===== config.mk =====
export PLATFORM = sky130hd
export DESIGN_NAME = sqe_top
export DESIGN_NICKNAME = d
export VERILOG_FILES = /design/src/sqe_pkg.sv /design/src/sqe_top.sv
export SDC_FILE = /design/constraint.sdc
export NUM_CORES = 1
export LEC_CHECK = 0
export BUFFER_PORTS_ARGS = -buffer_cell sky130_fd_sc_hd__buf_4
export CORE_MARGIN = 2
export CORE_UTILIZATION = 45
export CTS_BUF_LIST = sky130_fd_sc_hd__clkbuf_4 sky130_fd_sc_hd__clkbuf_8
export CTS_CLUSTER_DIAMETER = 120
export CTS_CLUSTER_SIZE = 16
export DETAILED_ROUTE_END_ITERATION = 12
export PLACE_DENSITY = 0.61
export REMOVE_ABC_BUFFERS = 1
export SLEW_MARGIN = 20
export SYNTH_ARGS = -nofsm -noshare
export SYNTH_HDL_FRONTEND = slang
export SYNTH_SLANG_ARGS = --single-unit

===== constraint.sdc =====
create_clock -name pclk -period 2.6 [get_ports pclk]
set_input_delay 0.13 -clock pclk [delete_from_list [all_inputs] [get_ports pclk]]
set_output_delay 0.13 -clock pclk [all_outputs]
set_load 0.02 [all_outputs]

===== src/sqe_pkg.sv =====
package sqe_pkg;
	localparam int unsigned QDEPTH = 16;
	localparam int unsigned FRAME_W = 9;
	// Register byte addresses; the two queue registers are built from word indices
	localparam logic [9:0] ADDR_SCTRL = 10'h000;
	localparam logic [9:0] ADDR_SSTAT = 10'h004;
	localparam logic [9:0] ADDR_SDATA = 10'h008;
	localparam logic [9:0] QCTRL_INDEX = 10'h028;
	localparam logic [9:0] QSTAT_INDEX = 10'h02a;
	localparam logic [9:0] ADDR_QCTRL = {QCTRL_INDEX[7:0], 2'b00};
	localparam logic [9:0] ADDR_QSTAT = {QSTAT_INDEX[7:0], 2'b00};
	localparam logic [9:0] ADDR_TXQ = 10'h100;
	localparam logic [9:0] ADDR_RXQ = 10'h140;
	// Queue control fields
	localparam int QC_PTR_LO = 12;
	localparam int QC_RXUF_EN = 11;
	localparam int QC_RXLF_EN = 10;
	localparam int QC_TXUE_EN = 9;
	localparam int QC_TXLE_EN = 8;
	localparam int QC_TXQ_ON = 6;
	localparam int QC_RXQ_ON = 5;
	localparam int QC_WRAP = 4;
	localparam int QC_SIZE_LO = 0;
	// Queue status fields; flag vector index = bit - QS_FLAG_LO
	localparam int QS_FLAG_LO = 8;
	localparam int QS_RXPTR_LO = 4;
	localparam int QS_PEND_LO = 0;
	localparam int QF_TXL = 0;
	localparam int QF_TXU = 1;
	localparam int QF_RXL = 2;
	localparam int QF_RXU = 3;
	localparam int QF_OVF = 4;
	// Serial control fields
	localparam int SC_TX_ON = 0;
	localparam int SC_RX_ON = 1;
	localparam int SC_IDLE_EN = 2;
	localparam int SC_TEST = 3;
	// Reset values
	localparam logic [4:0] QFLAGS_RST = 5'h0f;
	localparam logic TX_EMPTY_RST = 1'b1;
	localparam logic TX_DONE_RST = 1'b1;
	// Counter landmarks
	localparam logic [3:0] PEND_DONE = 4'hf;
	localparam logic [3:0] PEND_LAST = 4'h0;
	localparam logic [3:0] SLOT_UPPER_LAST = 4'h7;
	localparam logic [3:0] SLOT_LAST = 4'hf;

	typedef struct packed {
		logic valid;
		logic [8:0] data;
		logic framing;
		logic parity;
		logic noise;
	} sqe_rx_frame_t;

	typedef struct packed {
		logic valid;
		logic [8:0] data;
	} sqe_tx_frame_t;

	typedef struct packed {
		logic [15:0][8:0] txq;
		logic [15:0][8:0] rxq;
		logic [8:0] tx_data;
		logic [8:0] rx_data;
		logic tx_buffer_empty;
		logic tx_all_done;
		logic rx_buffer_full;
		logic idle;
		logic overrun;
		logic noise_flag;
		logic framing_fault;
		logic parity_fault;
		logic tx_on;
		logic rx_on;
		logic idle_irq_en;
		logic test_mode;
		logic [3:0] tx_queue_pointer;
		logic [3:0] irq_en;
		logic tx_queue_on;
		logic rx_queue_on;
		logic tx_wrap_allow;
		logic [3:0] tx_size_code;
		logic [4:0] qflags;
		logic [3:0] rx_queue_pointer;
		logic [3:0] pending_count;
		logic [4:0] arm_q;
		logic arm_done;
		logic arm_idle;
		logic arm_noise;
		logic arm_err;
		logic tx_run;
		logic done_prev;
		logic idle_prev;
		logic rd_ok;
		logic bad_addr;
		logic [31:0] prdata;
	} sqe_state_t;
endpackage


===== src/sqe_top.sv =====
// The APB register port and the register offsets were decided locally.
`timescale 1ns/1ps
// Functional notes
// RULE1: Queue enable selects queued transmit, redefined done
// RULE2: Queue off: single buffer, slots plain storage
// RULE3: Wrap restarts at slot zero, clears itself
// RULE4: Software sends long streams in sixteen-frame sets
// RULE5: Upper empty on slots 0-7 sent
// RULE6: Lower empty on slots 8-15 sent
// RULE7: Start needs enables, upper cleared, buffer empty
// RULE8: Empty flags interrupt only when enabled
// RULE9: Four-bit size, rewritable during transmission
// RULE10: Pending counts down, rolls to all ones
// RULE11: Transmit pointer selects next slot, test-writable
// RULE12: Done when pending all ones, shifter idle
// RULE13: Data register writes ignored in queued mode
// RULE14: Receive queue off: single buffer, plain storage
// RULE15: Errored frames stop queueing, pointer held
// RULE16: Upper full on slots 0-7 or completion
// RULE17: Lower full on slots 8-15 or completion
// RULE18: Software clears flags before queued reception
// RULE19: Full half: overflow, queue off, data held
// RULE20: Queued idle clears by status, slot read
// RULE21: Noisy frames still queued; noise clears likewise
// RULE22: Sixteen frames: both full, pointer zero
// RULE23: Size loads pending at start and wrap
// RULE24: Interrupt ORs enabled half flags, idle source
module sqe_top (
	input wire logic pclk,
	input wire logic presetn,
	input wire logic ce,
	input wire logic psel,
	input wire logic penable,
	input wire logic pwrite,
	input wire logic [9:0] paddr,
	input wire logic [31:0] pwdata,
	output logic [31:0] prdata,
	output logic pready,
	output logic pslverr,
	output sqe_pkg::sqe_tx_frame_t tx_out,
	input wire logic tx_take,
	input wire logic tx_shift_idle,
	input wire sqe_pkg::sqe_rx_frame_t rx_in,
	input wire logic rx_idle_line,
	output logic irq
);
	sqe_pkg::sqe_state_t st;
	sqe_pkg::sqe_state_t next_st;
	logic acc;
	logic rd_acc;
	logic wr_acc;
	logic tx_move;
	logic rx_try;
	logic rx_half_busy;
	logic done_cond;
	logic [31:0] rd_val;

	function automatic logic in_queue(input logic [9:0] a, input logic [9:0] base);
		return a[9:6] == base[9:6];
	endfunction

	// Zero wait state; read data latched in the setup cycle
	assign acc = ce & psel & penable & st.rd_ok;
	assign rd_acc = acc & ~pwrite;
	assign wr_acc = acc & pwrite;
	assign pready = psel & penable & st.rd_ok & ce;
	assign pslverr = pready & st.bad_addr;
	assign prdata = st.prdata;

	// RULE2: shifter sees the data register only
	assign tx_out = {~st.tx_buffer_empty & st.tx_on, st.tx_data};

	assign tx_move = st.tx_run & st.tx_buffer_empty & st.tx_on;
	assign rx_try = st.rx_queue_on & st.rx_on & st.rx_buffer_full & ~st.framing_fault
		& ~st.parity_fault & ~st.qflags[sqe_pkg::QF_OVF];
	assign rx_half_busy = st.rx_queue_pointer[3] ? st.qflags[sqe_pkg::QF_RXL] :
		st.qflags[sqe_pkg::QF_RXU];
	// RULE12: queued completion versus single-buffer completion
	assign done_cond = st.tx_queue_on ?
		(~st.tx_run & (st.pending_count == sqe_pkg::PEND_DONE) & st.tx_buffer_empty
		& tx_shift_idle) : (st.tx_buffer_empty & tx_shift_idle);

	// RULE8: each half flag gated by its own enable
	// RULE24: merged with the idle-line source
	assign irq = |(st.qflags[3:0] & st.irq_en) | (st.idle & st.idle_irq_en);

	always_comb begin
		rd_val = 32'h0000_0000;
		if (in_queue(paddr, sqe_pkg::ADDR_TXQ)) begin
			rd_val = {23'h000000, st.txq[paddr[5:2]]};
		end else if (in_queue(paddr, sqe_pkg::ADDR_RXQ)) begin
			rd_val = {23'h000000, st.rxq[paddr[5:2]]};
		end else begin
			case (paddr)
				sqe_pkg::ADDR_SCTRL: rd_val = {28'h0000000, st.test_mode, st.idle_irq_en,
					st.rx_on, st.tx_on};
				sqe_pkg::ADDR_SSTAT: rd_val = {24'h000000, st.parity_fault, st.framing_fault,
					st.overrun, st.noise_flag, st.idle, st.rx_buffer_full, st.tx_all_done,
					st.tx_buffer_empty};
				sqe_pkg::ADDR_SDATA: rd_val = {23'h000000, st.rx_data};
				sqe_pkg::ADDR_QCTRL: rd_val = {16'h0000, st.tx_queue_pointer, st.irq_en,
					1'b0, st.tx_queue_on, st.rx_queue_on, st.tx_wrap_allow, st.tx_size_code};
				sqe_pkg::ADDR_QSTAT: rd_val = {16'h0000, 3'h0, st.qflags,
					st.rx_queue_pointer, st.pending_count};
				default: rd_val = 32'h0000_0000;
			endcase
		end
	end

	always_comb begin
		next_st = st;
		// Bus phases
		if (psel & ~penable) begin
			next_st.rd_ok = 1'b1;
			next_st.prdata = rd_val;
			next_st.bad_addr = ~(in_queue(paddr, sqe_pkg::ADDR_TXQ)
				| in_queue(paddr, sqe_pkg::ADDR_RXQ) | paddr == sqe_pkg::ADDR_SCTRL
				| paddr == sqe_pkg::ADDR_SSTAT | paddr == sqe_pkg::ADDR_SDATA
				| paddr == sqe_pkg::ADDR_QCTRL | paddr == sqe_pkg::ADDR_QSTAT);
		end
		if (acc) begin
			next_st.rd_ok = 1'b0;
		end
		// Read side effects: status reads arm, data reads clear
		if (rd_acc & ~st.bad_addr) begin
			if (paddr == sqe_pkg::ADDR_QSTAT) begin
				next_st.arm_q = st.arm_q | st.qflags;
			end
			if (paddr == sqe_pkg::ADDR_SSTAT) begin
				next_st.arm_done = st.arm_done | st.tx_all_done;
				next_st.arm_idle = st.arm_idle | st.idle;
				next_st.arm_noise = st.arm_noise | st.noise_flag;
				next_st.arm_err = st.arm_err | st.rx_buffer_full | st.overrun
					| st.framing_fault | st.parity_fault;
			end
			if (paddr == sqe_pkg::ADDR_SDATA & st.arm_err) begin
				next_st.rx_buffer_full = 1'b0;
				next_st.overrun = 1'b0;
				next_st.framing_fault = 1'b0;
				next_st.parity_fault = 1'b0;
				next_st.arm_err = 1'b0;
			end
			// RULE20: queued idle clears on a queue slot read
			// RULE21: noise flag follows the same path
			if ((st.rx_queue_on & in_queue(paddr, sqe_pkg::ADDR_RXQ))
				| (~st.rx_queue_on & paddr == sqe_pkg::ADDR_SDATA)) begin
				if (st.arm_idle) begin
					next_st.idle = 1'b0;
					next_st.arm_idle = 1'b0;
				end
				if (st.arm_noise) begin
					next_st.noise_flag = 1'b0;
					next_st.arm_noise = 1'b0;
				end
			end
		end
		// Register writes
		if (wr_acc & ~st.bad_addr) begin
			if (paddr == sqe_pkg::ADDR_SCTRL) begin
				next_st.tx_on = pwdata[sqe_pkg::SC_TX_ON];
				next_st.rx_on = pwdata[sqe_pkg::SC_RX_ON];
				next_st.idle_irq_en = pwdata[sqe_pkg::SC_IDLE_EN];
				next_st.test_mode = pwdata[sqe_pkg::SC_TEST];
			end
			if (paddr == sqe_pkg::ADDR_QCTRL) begin
				// RULE11: pointer writable only in test mode
				if (st.test_mode) begin
					next_st.tx_queue_pointer = pwdata[sqe_pkg::QC_PTR_LO +: 4];
				end
				next_st.irq_en = pwdata[sqe_pkg::QC_TXLE_EN +: 4];
				// RULE1: queued transmit mode select
				next_st.tx_queue_on = pwdata[sqe_pkg::QC_TXQ_ON];
				next_st.rx_queue_on = pwdata[sqe_pkg::QC_RXQ_ON];
				next_st.tx_wrap_allow = pwdata[sqe_pkg::QC_WRAP];
				// RULE9: size may change mid-stream
				next_st.tx_size_code = pwdata[sqe_pkg::QC_SIZE_LO +: 4];
			end
			if (paddr == sqe_pkg::ADDR_QSTAT) begin
				for (int i = 0; i < 5; i++) begin
					if (~pwdata[sqe_pkg::QS_FLAG_LO + i] & st.arm_q[i]) begin
						next_st.qflags[i] = 1'b0;
						next_st.arm_q[i] = 1'b0;
					end
				end
				// RULE10: pending and receive pointer test-writable only
				if (st.test_mode) begin
					next_st.rx_queue_pointer = pwdata[sqe_pkg::QS_RXPTR_LO +: 4];
					next_st.pending_count = pwdata[sqe_pkg::QS_PEND_LO +: 4];
				end
			end
			// RULE13: data register ignored while queue on
			if (paddr == sqe_pkg::ADDR_SDATA & ~st.tx_queue_on) begin
				next_st.tx_data = pwdata[8:0];
				next_st.tx_buffer_empty = 1'b0;
				if (st.arm_done) begin
					next_st.tx_all_done = 1'b0;
					next_st.arm_done = 1'b0;
				end
			end
			if (in_queue(paddr, sqe_pkg::ADDR_TXQ)) begin
				next_st.txq[paddr[5:2]] = pwdata[8:0];
				// RULE12: done clears on a queue slot write
				if (st.tx_queue_on & st.arm_done) begin
					next_st.tx_all_done = 1'b0;
					next_st.arm_done = 1'b0;
				end
			end
			// RULE14: receive slots are plain storage to software
			if (in_queue(paddr, sqe_pkg::ADDR_RXQ)) begin
				next_st.rxq[paddr[5:2]] = pwdata[8:0];
			end
		end
		// Transmit shifter hand-off
		if (tx_take & ~st.tx_buffer_empty & st.tx_on) begin
			next_st.tx_buffer_empty = 1'b1;
		end
		// RULE7: run starts once software has primed the queue
		if (~st.tx_run & st.tx_queue_on & st.tx_on & ~st.qflags[sqe_pkg::QF_TXU]
			& st.tx_buffer_empty) begin
			next_st.tx_run = 1'b1;
			// RULE23: size copied at queue start
			next_st.pending_count = st.tx_size_code;
			next_st.tx_queue_pointer = 4'h0;
		end
		if (tx_move) begin
			next_st.tx_data = st.txq[st.tx_queue_pointer];
			next_st.tx_buffer_empty = 1'b0;
			next_st.tx_queue_pointer = st.tx_queue_pointer + 4'h1;
			// RULE10: 0 rolls over to all ones
			next_st.pending_count = st.pending_count - 4'h1;
			// RULE5: upper half drained
			if (st.tx_queue_pointer == sqe_pkg::SLOT_UPPER_LAST) begin
				next_st.qflags[sqe_pkg::QF_TXU] = 1'b1;
			end
			// RULE6: lower half drained
			if (st.tx_queue_pointer == sqe_pkg::SLOT_LAST) begin
				next_st.qflags[sqe_pkg::QF_TXL] = 1'b1;
			end
			if (st.pending_count == sqe_pkg::PEND_LAST) begin
				if (st.tx_queue_pointer == sqe_pkg::SLOT_LAST & next_st.tx_wrap_allow) begin
					// RULE3: wrap to slot zero, self-clearing
					next_st.tx_queue_pointer = 4'h0;
					next_st.tx_wrap_allow = 1'b0;
					// RULE23: reload uses the newest size
					next_st.pending_count = next_st.tx_size_code;
				end else begin
					// RULE5: completion sets both empty flags
					next_st.tx_run = 1'b0;
					next_st.qflags[sqe_pkg::QF_TXU] = 1'b1;
					next_st.qflags[sqe_pkg::QF_TXL] = 1'b1;
				end
			end
		end
		if (~next_st.tx_queue_on) begin
			next_st.tx_run = 1'b0;
		end
		// RULE12: done is an edge, so a clear is not undone at once
		next_st.done_prev = done_cond;
		if (done_cond & ~st.done_prev) begin
			next_st.tx_all_done = 1'b1;
		end
		// RULE15: errored frame blocks the queue, pointer held
		if (rx_try) begin
			if (rx_half_busy) begin
				// RULE19: overflow, queue off, frame kept in data register
				next_st.qflags[sqe_pkg::QF_OVF] = 1'b1;
				next_st.rx_queue_on = 1'b0;
			end else begin
				next_st.rxq[st.rx_queue_pointer] = st.rx_data;
				next_st.rx_buffer_full = 1'b0;
				next_st.rx_queue_pointer = st.rx_queue_pointer + 4'h1;
				// RULE16: upper half filled
				if (st.rx_queue_pointer == sqe_pkg::SLOT_UPPER_LAST) begin
					next_st.qflags[sqe_pkg::QF_RXU] = 1'b1;
				end
				// RULE22: pointer wraps to zero after slot 15
				if (st.rx_queue_pointer == sqe_pkg::SLOT_LAST) begin
					next_st.qflags[sqe_pkg::QF_RXL] = 1'b1;
				end
			end
		end
		// RULE21: noisy frames accepted like clean ones
		if (rx_in.valid & st.rx_on) begin
			if (next_st.rx_buffer_full) begin
				next_st.overrun = 1'b1;
			end else begin
				next_st.rx_data = rx_in.data;
				next_st.rx_buffer_full = 1'b1;
				// Built on next_st so a same-cycle clear is not undone
				next_st.framing_fault = next_st.framing_fault | rx_in.framing;
				next_st.parity_fault = next_st.parity_fault | rx_in.parity;
				next_st.noise_flag = next_st.noise_flag | rx_in.noise;
			end
		end
		// RULE17: idle ends reception, flagging a partial half
		next_st.idle_prev = rx_idle_line;
		if (rx_idle_line & ~st.idle_prev) begin
			next_st.idle = 1'b1;
			if (st.rx_queue_on & next_st.rx_queue_pointer[2:0] != 3'h0) begin
				if (next_st.rx_queue_pointer[3]) begin
					next_st.qflags[sqe_pkg::QF_RXL] = 1'b1;
				end else begin
					next_st.qflags[sqe_pkg::QF_RXU] = 1'b1;
				end
			end
		end
	end

	// Clock enable freezes everything, including bus completion
	always_ff @(posedge pclk or negedge presetn) begin
		if (!presetn) begin
			st <= '0;
			st.qflags <= sqe_pkg::QFLAGS_RST;
			st.tx_buffer_empty <= sqe_pkg::TX_EMPTY_RST;
			st.tx_all_done <= sqe_pkg::TX_DONE_RST;
			st.done_prev <= 1'b1;
		end else if (ce) begin
			st <= next_st;
		end
	end
endmodule


==> flow_results.org, run 1 <==
** Global route
- The first global-routing pass estimated 102000 um of wire.
- Largest net degree at the start of global routing :: 82
- Residual overflow from global routing :: 0
- For this run, the total global-route usage over all layers was measured as 28.2%.
- The number of antenna violations at the first check in global routing came to 0.
- Vias in the first global route :: 16400

** Drt
- Via Count :: 16500
- Wire per inst :: 26.2 um
- The first routing iteration left 1845 violations.
- Final routed DRC violation total :: 0
- Number of vias per cell :: 6.48
- The final layout contains routed wiring with a total length of 66700 um.
- Antenna violation net count after detailed routing :: 0
- First-pass iteration count of the detailed router :: 5

** Critical path
- Arrival time of the worst setup path :: 3190 ps
- CP Class :: flop to flop
- Critical path launch point type :: flop
- For flop-to-flop paths, the worst setup slack is -80 ps.
- CP max stage delay :: 510 ps
- R2r startpoint :: st[32]
- Required time at the worst-slack endpoint :: 3110 ps
- Critical-path top delay cell :: nand2_1
- The critical path goes through nand2b_1, nor2_2, nand2_2, nor2_1, nand2_1, mux2_2.
- Of all nets on the critical path, the largest fanout is 9.
- R2r worst-path depth :: 6
- Element type at the critical path end :: flop
- Endpoint of the lowest-slack register-to-register path :: st[319]

** Floorplanning
- Measured along the y axis, the die boundary spans 217 um.
- The floorplan step set the die width to 217 um.
- Core Area :: 0.0451 mm2
- The floorplan step defined a die boundary enclosing 0.0472 mm2.
- # IOs :: 109
- The initial utilization of the core area, before any placement, comes to 45.4%.
- Row cnt :: 78

** Logic synthesis
- Counting flops and latches in the post-synthesis netlist gives 376.
- For this run, asynchronously set or reset flops after synthesis account for 100%.
- Of all cell types, the one taking the most synthesized area is dfrtp_1.
- Among all flip-flop cells after synthesis, the most frequent one is dfrtp_1.
- Summing every instance area after synthesis gives 0.0205 mm2.
- After synthesis, the largest area contributor takes up 45.1% of total cell area.
- In this run, distinct cell masters in the synthesized netlist total 76.
- Area contributors post-synth :: dfrtp_1 (45%), mux4_2 (12%), mux2_2 (8.5%), o22ai_1 (4.4%), a21oi_1 (3.6%)
- EDFF count, synth :: 0
- Average size of a mapped cell :: 11.1 um2
- Of the synthesized area, sequential elements account for 46.0%.
- Syn. warnings :: 0
- After technology mapping, the gate count stands at 1847.

** Run status
- The run finished, with violations left.
- Failing checks :: setup timing

** Clock tree
- TritonCTS built the clock tree.
- CTS built an H-tree with a depth of 1.
- Counting every sink on the clock net gives 376.
- Clock root buffer :: clkbuf_8
- Buffers inserted during clock tree synthesis total 27.
- The clock passes through at most 3 buffers.
- Clock latency on the worst-skew pair, taken at its later pin, is 660 ps.
- Reg clk slew, reported paths :: 110 ps

** Power and ir drop
- The analysis attributes to net switching a power of 2.87 mW.
- Proportion of power drawn by combinational gates :: 11.6%
- Standby leakage power :: 9.95 nW
- Internal power of the cells :: 7.55 mW
- Power Density :: 456 mW/mm2
- Of the total power, the share spent switching nets is 27.6%.
- Sequential cells account for 58.6% of the total power.
- The worst-case IR drop observed on VDD is 0.327 mV.
- Share of power burned in the clock network :: 29.8%

** Final layout
- Leaving out fill and tap cells, the most frequent cells in the layout are dfrtp_1 (368), buf_4 (199), nor2_1 (157).
- Area occupied by registers :: 0.00942 mm2
- Fillers :: 4048
- Utilization after layout :: 50.7%
- Layout Nets :: 2008
- The post-route netlist has 28.6% of its cells at a drive strength greater than 1.
- Area Growth Syn to Fin :: 11.8%
- Leaving out fill and tap cells, the most frequent cell in the layout is dfrtp_1.
- In the final layout, the multi-input gates occupy 0.0101 mm2.

** Timing
- The smallest clock period supported by the final layout is computed as 2680 ps.
- Final clock period utilization by the worst path :: 103%
- Measured slew at the worst slew-check pin :: 999 ps
- Headroom to the max-slew limit came out at 32.9%.
- The final number of max-transition violations is 0.
- Number of failing hold endpoints at the final stage :: 0
- RSZ-0062 raised after global routing :: yes
- Total setup violations reported at the end of the flow :: 11
- In the post-route analysis, the smallest setup slack over all paths is -79.0 ps.
- Worst clock skew :: 46.0 ps
- Peak Freq :: 0.373 GHz

** Run
- Maximum Capacitance Violations :: 0

** Placed design
- Routability-driven placement finished with a final weighted congestion of 0.960.
- DP HPWL :: 44400 um
- Placement Setup Slack :: 98.0 ps
- Count of buffers inserted at the top-level ports :: 76

** Min path
- In this run the worst hold path is classified as input port to async pin.
[layout make-up]
cell class / instances / area share (%)
multi-input combinational: 1268 / 44.1
sequential: 376 / 41.2
tap: 600 / 3.28
timing repair buffer: 249 / 9.23
antenna: 1 / 0.0109
clock inverter: 2 / 0.0547
clock buffer: 37 / 1.95
inverter: 15 / 0.246
[how the worst max path moves through the flow]
stage                     slack (ps)        end      from  depth (start not counted)
after floorplan                 -950     st[49]    st[70]                          6
after global placement           100  prdata[3]  paddr[2]                          9
after detailed placement         100    st[319]    st[32]                          6
after CTS                         40    st[319]    st[32]                          6
after global routing             -70    st[319]    st[32]                          6
final                            -80    st[319]    st[32]                          6
[cells by family after synthesis]
family                     synth area share [%]
AOI/OAI and AO/OA                          15.7
other                                    0.0183
xor gates and xnor gates                 0.0856
DFF                                        46.0
adders and majority gates                 0.428
and+or+nand+nor                            9.71
muxes                                      23.0
buffers and inverters                      5.05
[power groups by stage]
stage,logic (mW),clock network [mW],registers [mW]
floorplan,0.425,0,6.21
global placement,1.13,0,6.21
detailed placement,1.15,0,6.22
CTS,1.20,3.17,6.10
global route,1.29,3.38,6.12
finish,1.21,3.10,6.11
[registers in the layout, indices dropped and copies added, names as in the netlist]
signal  cells
prdata     16
st        351
tx_out      9
[worst max-delay path, delay by kind of cell (launching register included)]
family | cells | cell delay, ps
and+or+nand+nor | 5 | 1650
DFF | 1 | 420
muxes | 1 | 440
[routing by layer]
layer	up-vias	GRT usage (%)	wire length [um]
met5	-	0	0
met4	0	10.2	2350
met3	138	4.51	5960
met2	864	43.6	30200
met1	8452	40.3	28200
li1	7055	-	-
[timing repair]
item	CTS	global route
gates resized for setup	0	2
setup buffers	0	1
setup endpoints to repair	0	16
hold buffers	37	0
endpoints found under the hold margin	349	0
[cells in the mapped netlist (11+ instances only)]
cell type / instances
a21oi_1: 149
a221oi_1: 21
a22o_1: 11
a22oi_1: 33
a2bb2oi_1: 29
a31oi_1: 12
buf_2: 19
buf_4: 51
clkbuf_1: 124
dfrtp_1: 369
inv_1: 14
mux2_2: 154
mux2i_1: 44
mux4_2: 108
nand2_1: 132
nand3_1: 46
nor2_1: 157
o21ai_0: 62
o22ai_1: 143
[through the flow]
stage          hold WS, ps  instances  area (um2)  TNS (ps)  power, mW
3_5_place_dp           139       2470       22000         0       7.37
6_report              10.3       2548       22900      -623       10.4
5_1_grt               29.6       2547       22900      -577       10.8
3_3_place_gp           135       2470       22000         0       7.34
2_1_floorplan         -166       1659       19500    -14500       6.64
4_1_cts               12.8       2546       22800         0       10.5
Power figures use the tool's default switching activity.
==> run 2: changes to the inputs <==
==> constraint.sdc (replaced) <==
create_clock -name pclk -period 2.6 [get_ports pclk]
set_input_delay 0.39 -clock pclk [delete_from_list [all_inputs] [get_ports pclk]]
set_output_delay 0.39 -clock pclk [all_outputs]
set_load 0.02 [all_outputs]
==> flow_results.org, run 2 (synthesis gave the netlist of run 1 again) <==
** Final layout
- Register bank with the most flops :: st
- Layout Nets :: 2016 (+0.40%)
- The top cell types in the final layout, fill and taps aside, are dfrtp_1 (368), buf_4 (221), nor2_1 (157).
- Number of flip-flops in the largest register :: 351 (unchanged)
- Leading cell type in the layout, fill and taps excluded :: dfrtp_1
- Share of final-layout standard cells stronger than drive strength 1 :: 29.9% (+1.3 points)
- The number of cells in the finished layout apart from fillers is 2560 (+0.47%).
- Utilization after layout :: 50.9% (+0.19 points)
- Relative to the synthesized area, the layout overhead comes to 12.2%.

** Floorplanning
- Initial Util :: 45.4% (unchanged)
- Row cnt :: 78 (unchanged)
- The die area came to 0.0472 mm2 (unchanged).
- # IOs :: 109 (unchanged)
- Core Area :: 0.0451 mm2 (unchanged)
- Overall die width :: 217 um (unchanged)
- Vert. Die Dim :: 217 um (unchanged)

** Global route
- Wire length of the first global-routing pass :: 100000 um (-1.0%)
- Number of antenna violations at the first check in global routing :: 3 (+3)
- The combined global-route utilization of all metal layers is 27.7% (-0.48 points).
- The number of global-route vias before repair is 16300 (-0.26%).
- Residual overflow from global routing :: 0 (unchanged)
- The pin count of the biggest net entering global routing was 71 (-13%).

** Timing
- Peak Freq :: 0.389 GHz (+4.1%)
- The worst max-slew margin expressed relative to the limit was 31.0% (-2.0 points).
- Final clock period utilization by the worst path :: 99.0% (-4.1 points)
- The final number of max-transition violations is 0 (unchanged).
- The count of endpoints failing setup in the final report was 0 (-11).
- The final hold violation count came to 0 (unchanged).
- Setup repair after global routing left no endpoint under its margin.
- Measured slew at the worst slew-check pin :: 1040 ps (+36.1 ps)
- Worst clock skew :: 51.3 ps (+5.28 ps)
- Final critical-path required period :: 2570 ps (-106 ps)

** Clock tree
- The TritonCTS buffer count was 27 (unchanged).
- The sink count of the clock tree is 376 (unchanged).
- H-tree lvl count :: 1 (unchanged)
- The largest buffer count on any clock path is 3 (unchanged).
- Clock tree synthesis selected as its root buffer the cell clkbuf_8.
- The clock input transition at the sequential cells of the worst setup and hold paths is 120 ps (about the same).
- Clock tree from TritonCTS :: yes
- Clock Latency Late Sink :: 670 ps (about the same)

** Power and ir drop
- The net switching component of the power is 2.84 mW (-0.96%).
- Switching portion of total power :: 27.3% (-0.26 points)
- The largest voltage drop on the vdd net is 0.340 mV (+3.9%).
- The proportion of power drawn by the clock network was 30.0% (+0.2 points).
- Power Density :: 454 mW/mm2 (-0.41%)
- Standby leakage power :: 10.0 nW (+0.77%)
- The combinational fraction of design power is 11.4% (-0.2 points).
- Internal power of the cells :: 7.58 mW (+0.33%)
- The sequential fraction of design power was 58.6% (about the same).

** Drt
- Via Count :: 16300 (-1.1%)
- Number of vias per cell :: 6.38 (-1.5%)
- The iteration-0 DRC count of the detailed router was 1936 (+4.9%).
- Wire per inst :: 25.5 um (-2.5%)
- The detailed-route wire length is 65400 um (-2.1%).
- The residual DRC count is 0 (unchanged).
- First-pass iteration count of the detailed router :: 7 (+2)
- The number of antenna-violating nets in the routed design was 0 (unchanged).

** Placed design
- Total placed cells including tap cells :: 2497 (+1.1%)
- The port buffer count was 76 (unchanged).
- The half-perimeter wire length after placement is 45000 um (+1.2%).
- Final GP Congestion :: 0.912 (-5.0%)

** Run
- Maximum Capacitance Violations :: 0 (unchanged)

** Min path
- The min-delay analysis places its worst path in the category input port to flop.

** Run status
- The flow ran to the end, and the final reports show no timing, DRC or antenna violations.

** Critical path
- Required time at the worst-slack endpoint :: 3170 ps (+60 ps)
- STA classifies the critical path endpoint as a flop.
- Largest fanout of any net on the critical path :: 2 (-7)
- CP Class :: flop to flop
- Arrival time of the worst setup path :: 3140 ps (-50 ps)
- STA classifies the critical path startpoint as a flop.
[run 2: what timing repair did]
action / CTS / global route
buffers inserted: 0 / 0
endpoints found under the setup margin: 0 / 3
hold endpoints to repair: 60 / 0
gates resized for setup: 0 / 3
hold buffers: 19 / 0
[run 2: worst max-delay path, cell delays in order (launching register included)]
cell and delay [ps]:
dfrtp_1 410, mux4_2 520, mux4_2 530, a2111oi_0 760, buf_4 220, nor2_1 40
[run 2: final timing paths]
check                                start   endpoint  slack (ps)  cells after the start
worst max-delay path               st[163]  prdata[5]          30                      5
worst min-delay path            pwdata[12]     st[45]          30                      3
worst max register to register     st[163]  prdata[5]          30                      5
worst min register to register      st[35]     st[35]         480                      2
max in group asynchronous          presetn    st[256]        1570                      3
min in group asynchronous          presetn    st[214]         230                      2
[run 2: power by group through the flow]
stage / clock network, mW / logic, mW / registers [mW]
2_1_floorplan: 0 / 0.425 / 6.21
3_3_place_gp: 0 / 1.14 / 6.21
3_5_place_dp: 0 / 1.16 / 6.22
4_1_cts: 3.19 / 1.18 / 6.10
5_1_grt: 3.39 / 1.27 / 6.12
6_report: 3.12 / 1.19 / 6.11
[run 2: final cells by class]
| type | count | area, um2 |
|---|---|---|
| Sequential cell | 376 | 9420 |
| Tap cell | 600 | 751 |
| Fill cell | 4063 | 22100 |
| Inverter | 15 | 56.3 |
| Antenna cell | 3 | 7.51 |
| Clock buffer | 39 | 462 |
| Timing Repair Buffer | 257 | 2180 |
| Multi-Input combinational cell | 1268 | 10100 |
| Clock inverter | 2 | 16.3 |
[run 2: stage by stage]
step                      hold WS, ps  setup slack (ps)  TNS [ps]  cell area [um2]  power, mW
after CTS                        9.74              48.3         0            22900       10.5
after floorplan                  94.4              -950    -14500            19500       6.64
after global placement            340              -298      -868            22300       7.35
after global routing             40.1              18.5         0            23000       10.8
final                            31.7              27.0         0            23000       10.4
after detailed placement          347              -334     -1010            22300       7.37
[run 2: layer usage]
metal	GRT usage [%]	up-vias	wire, um
met5	0	-	0
met1	39.9	8380	28200
met4	8.97	0	1920
met2	42.9	756	29600
li1	-	7076	-
met3	4.53	121	5640
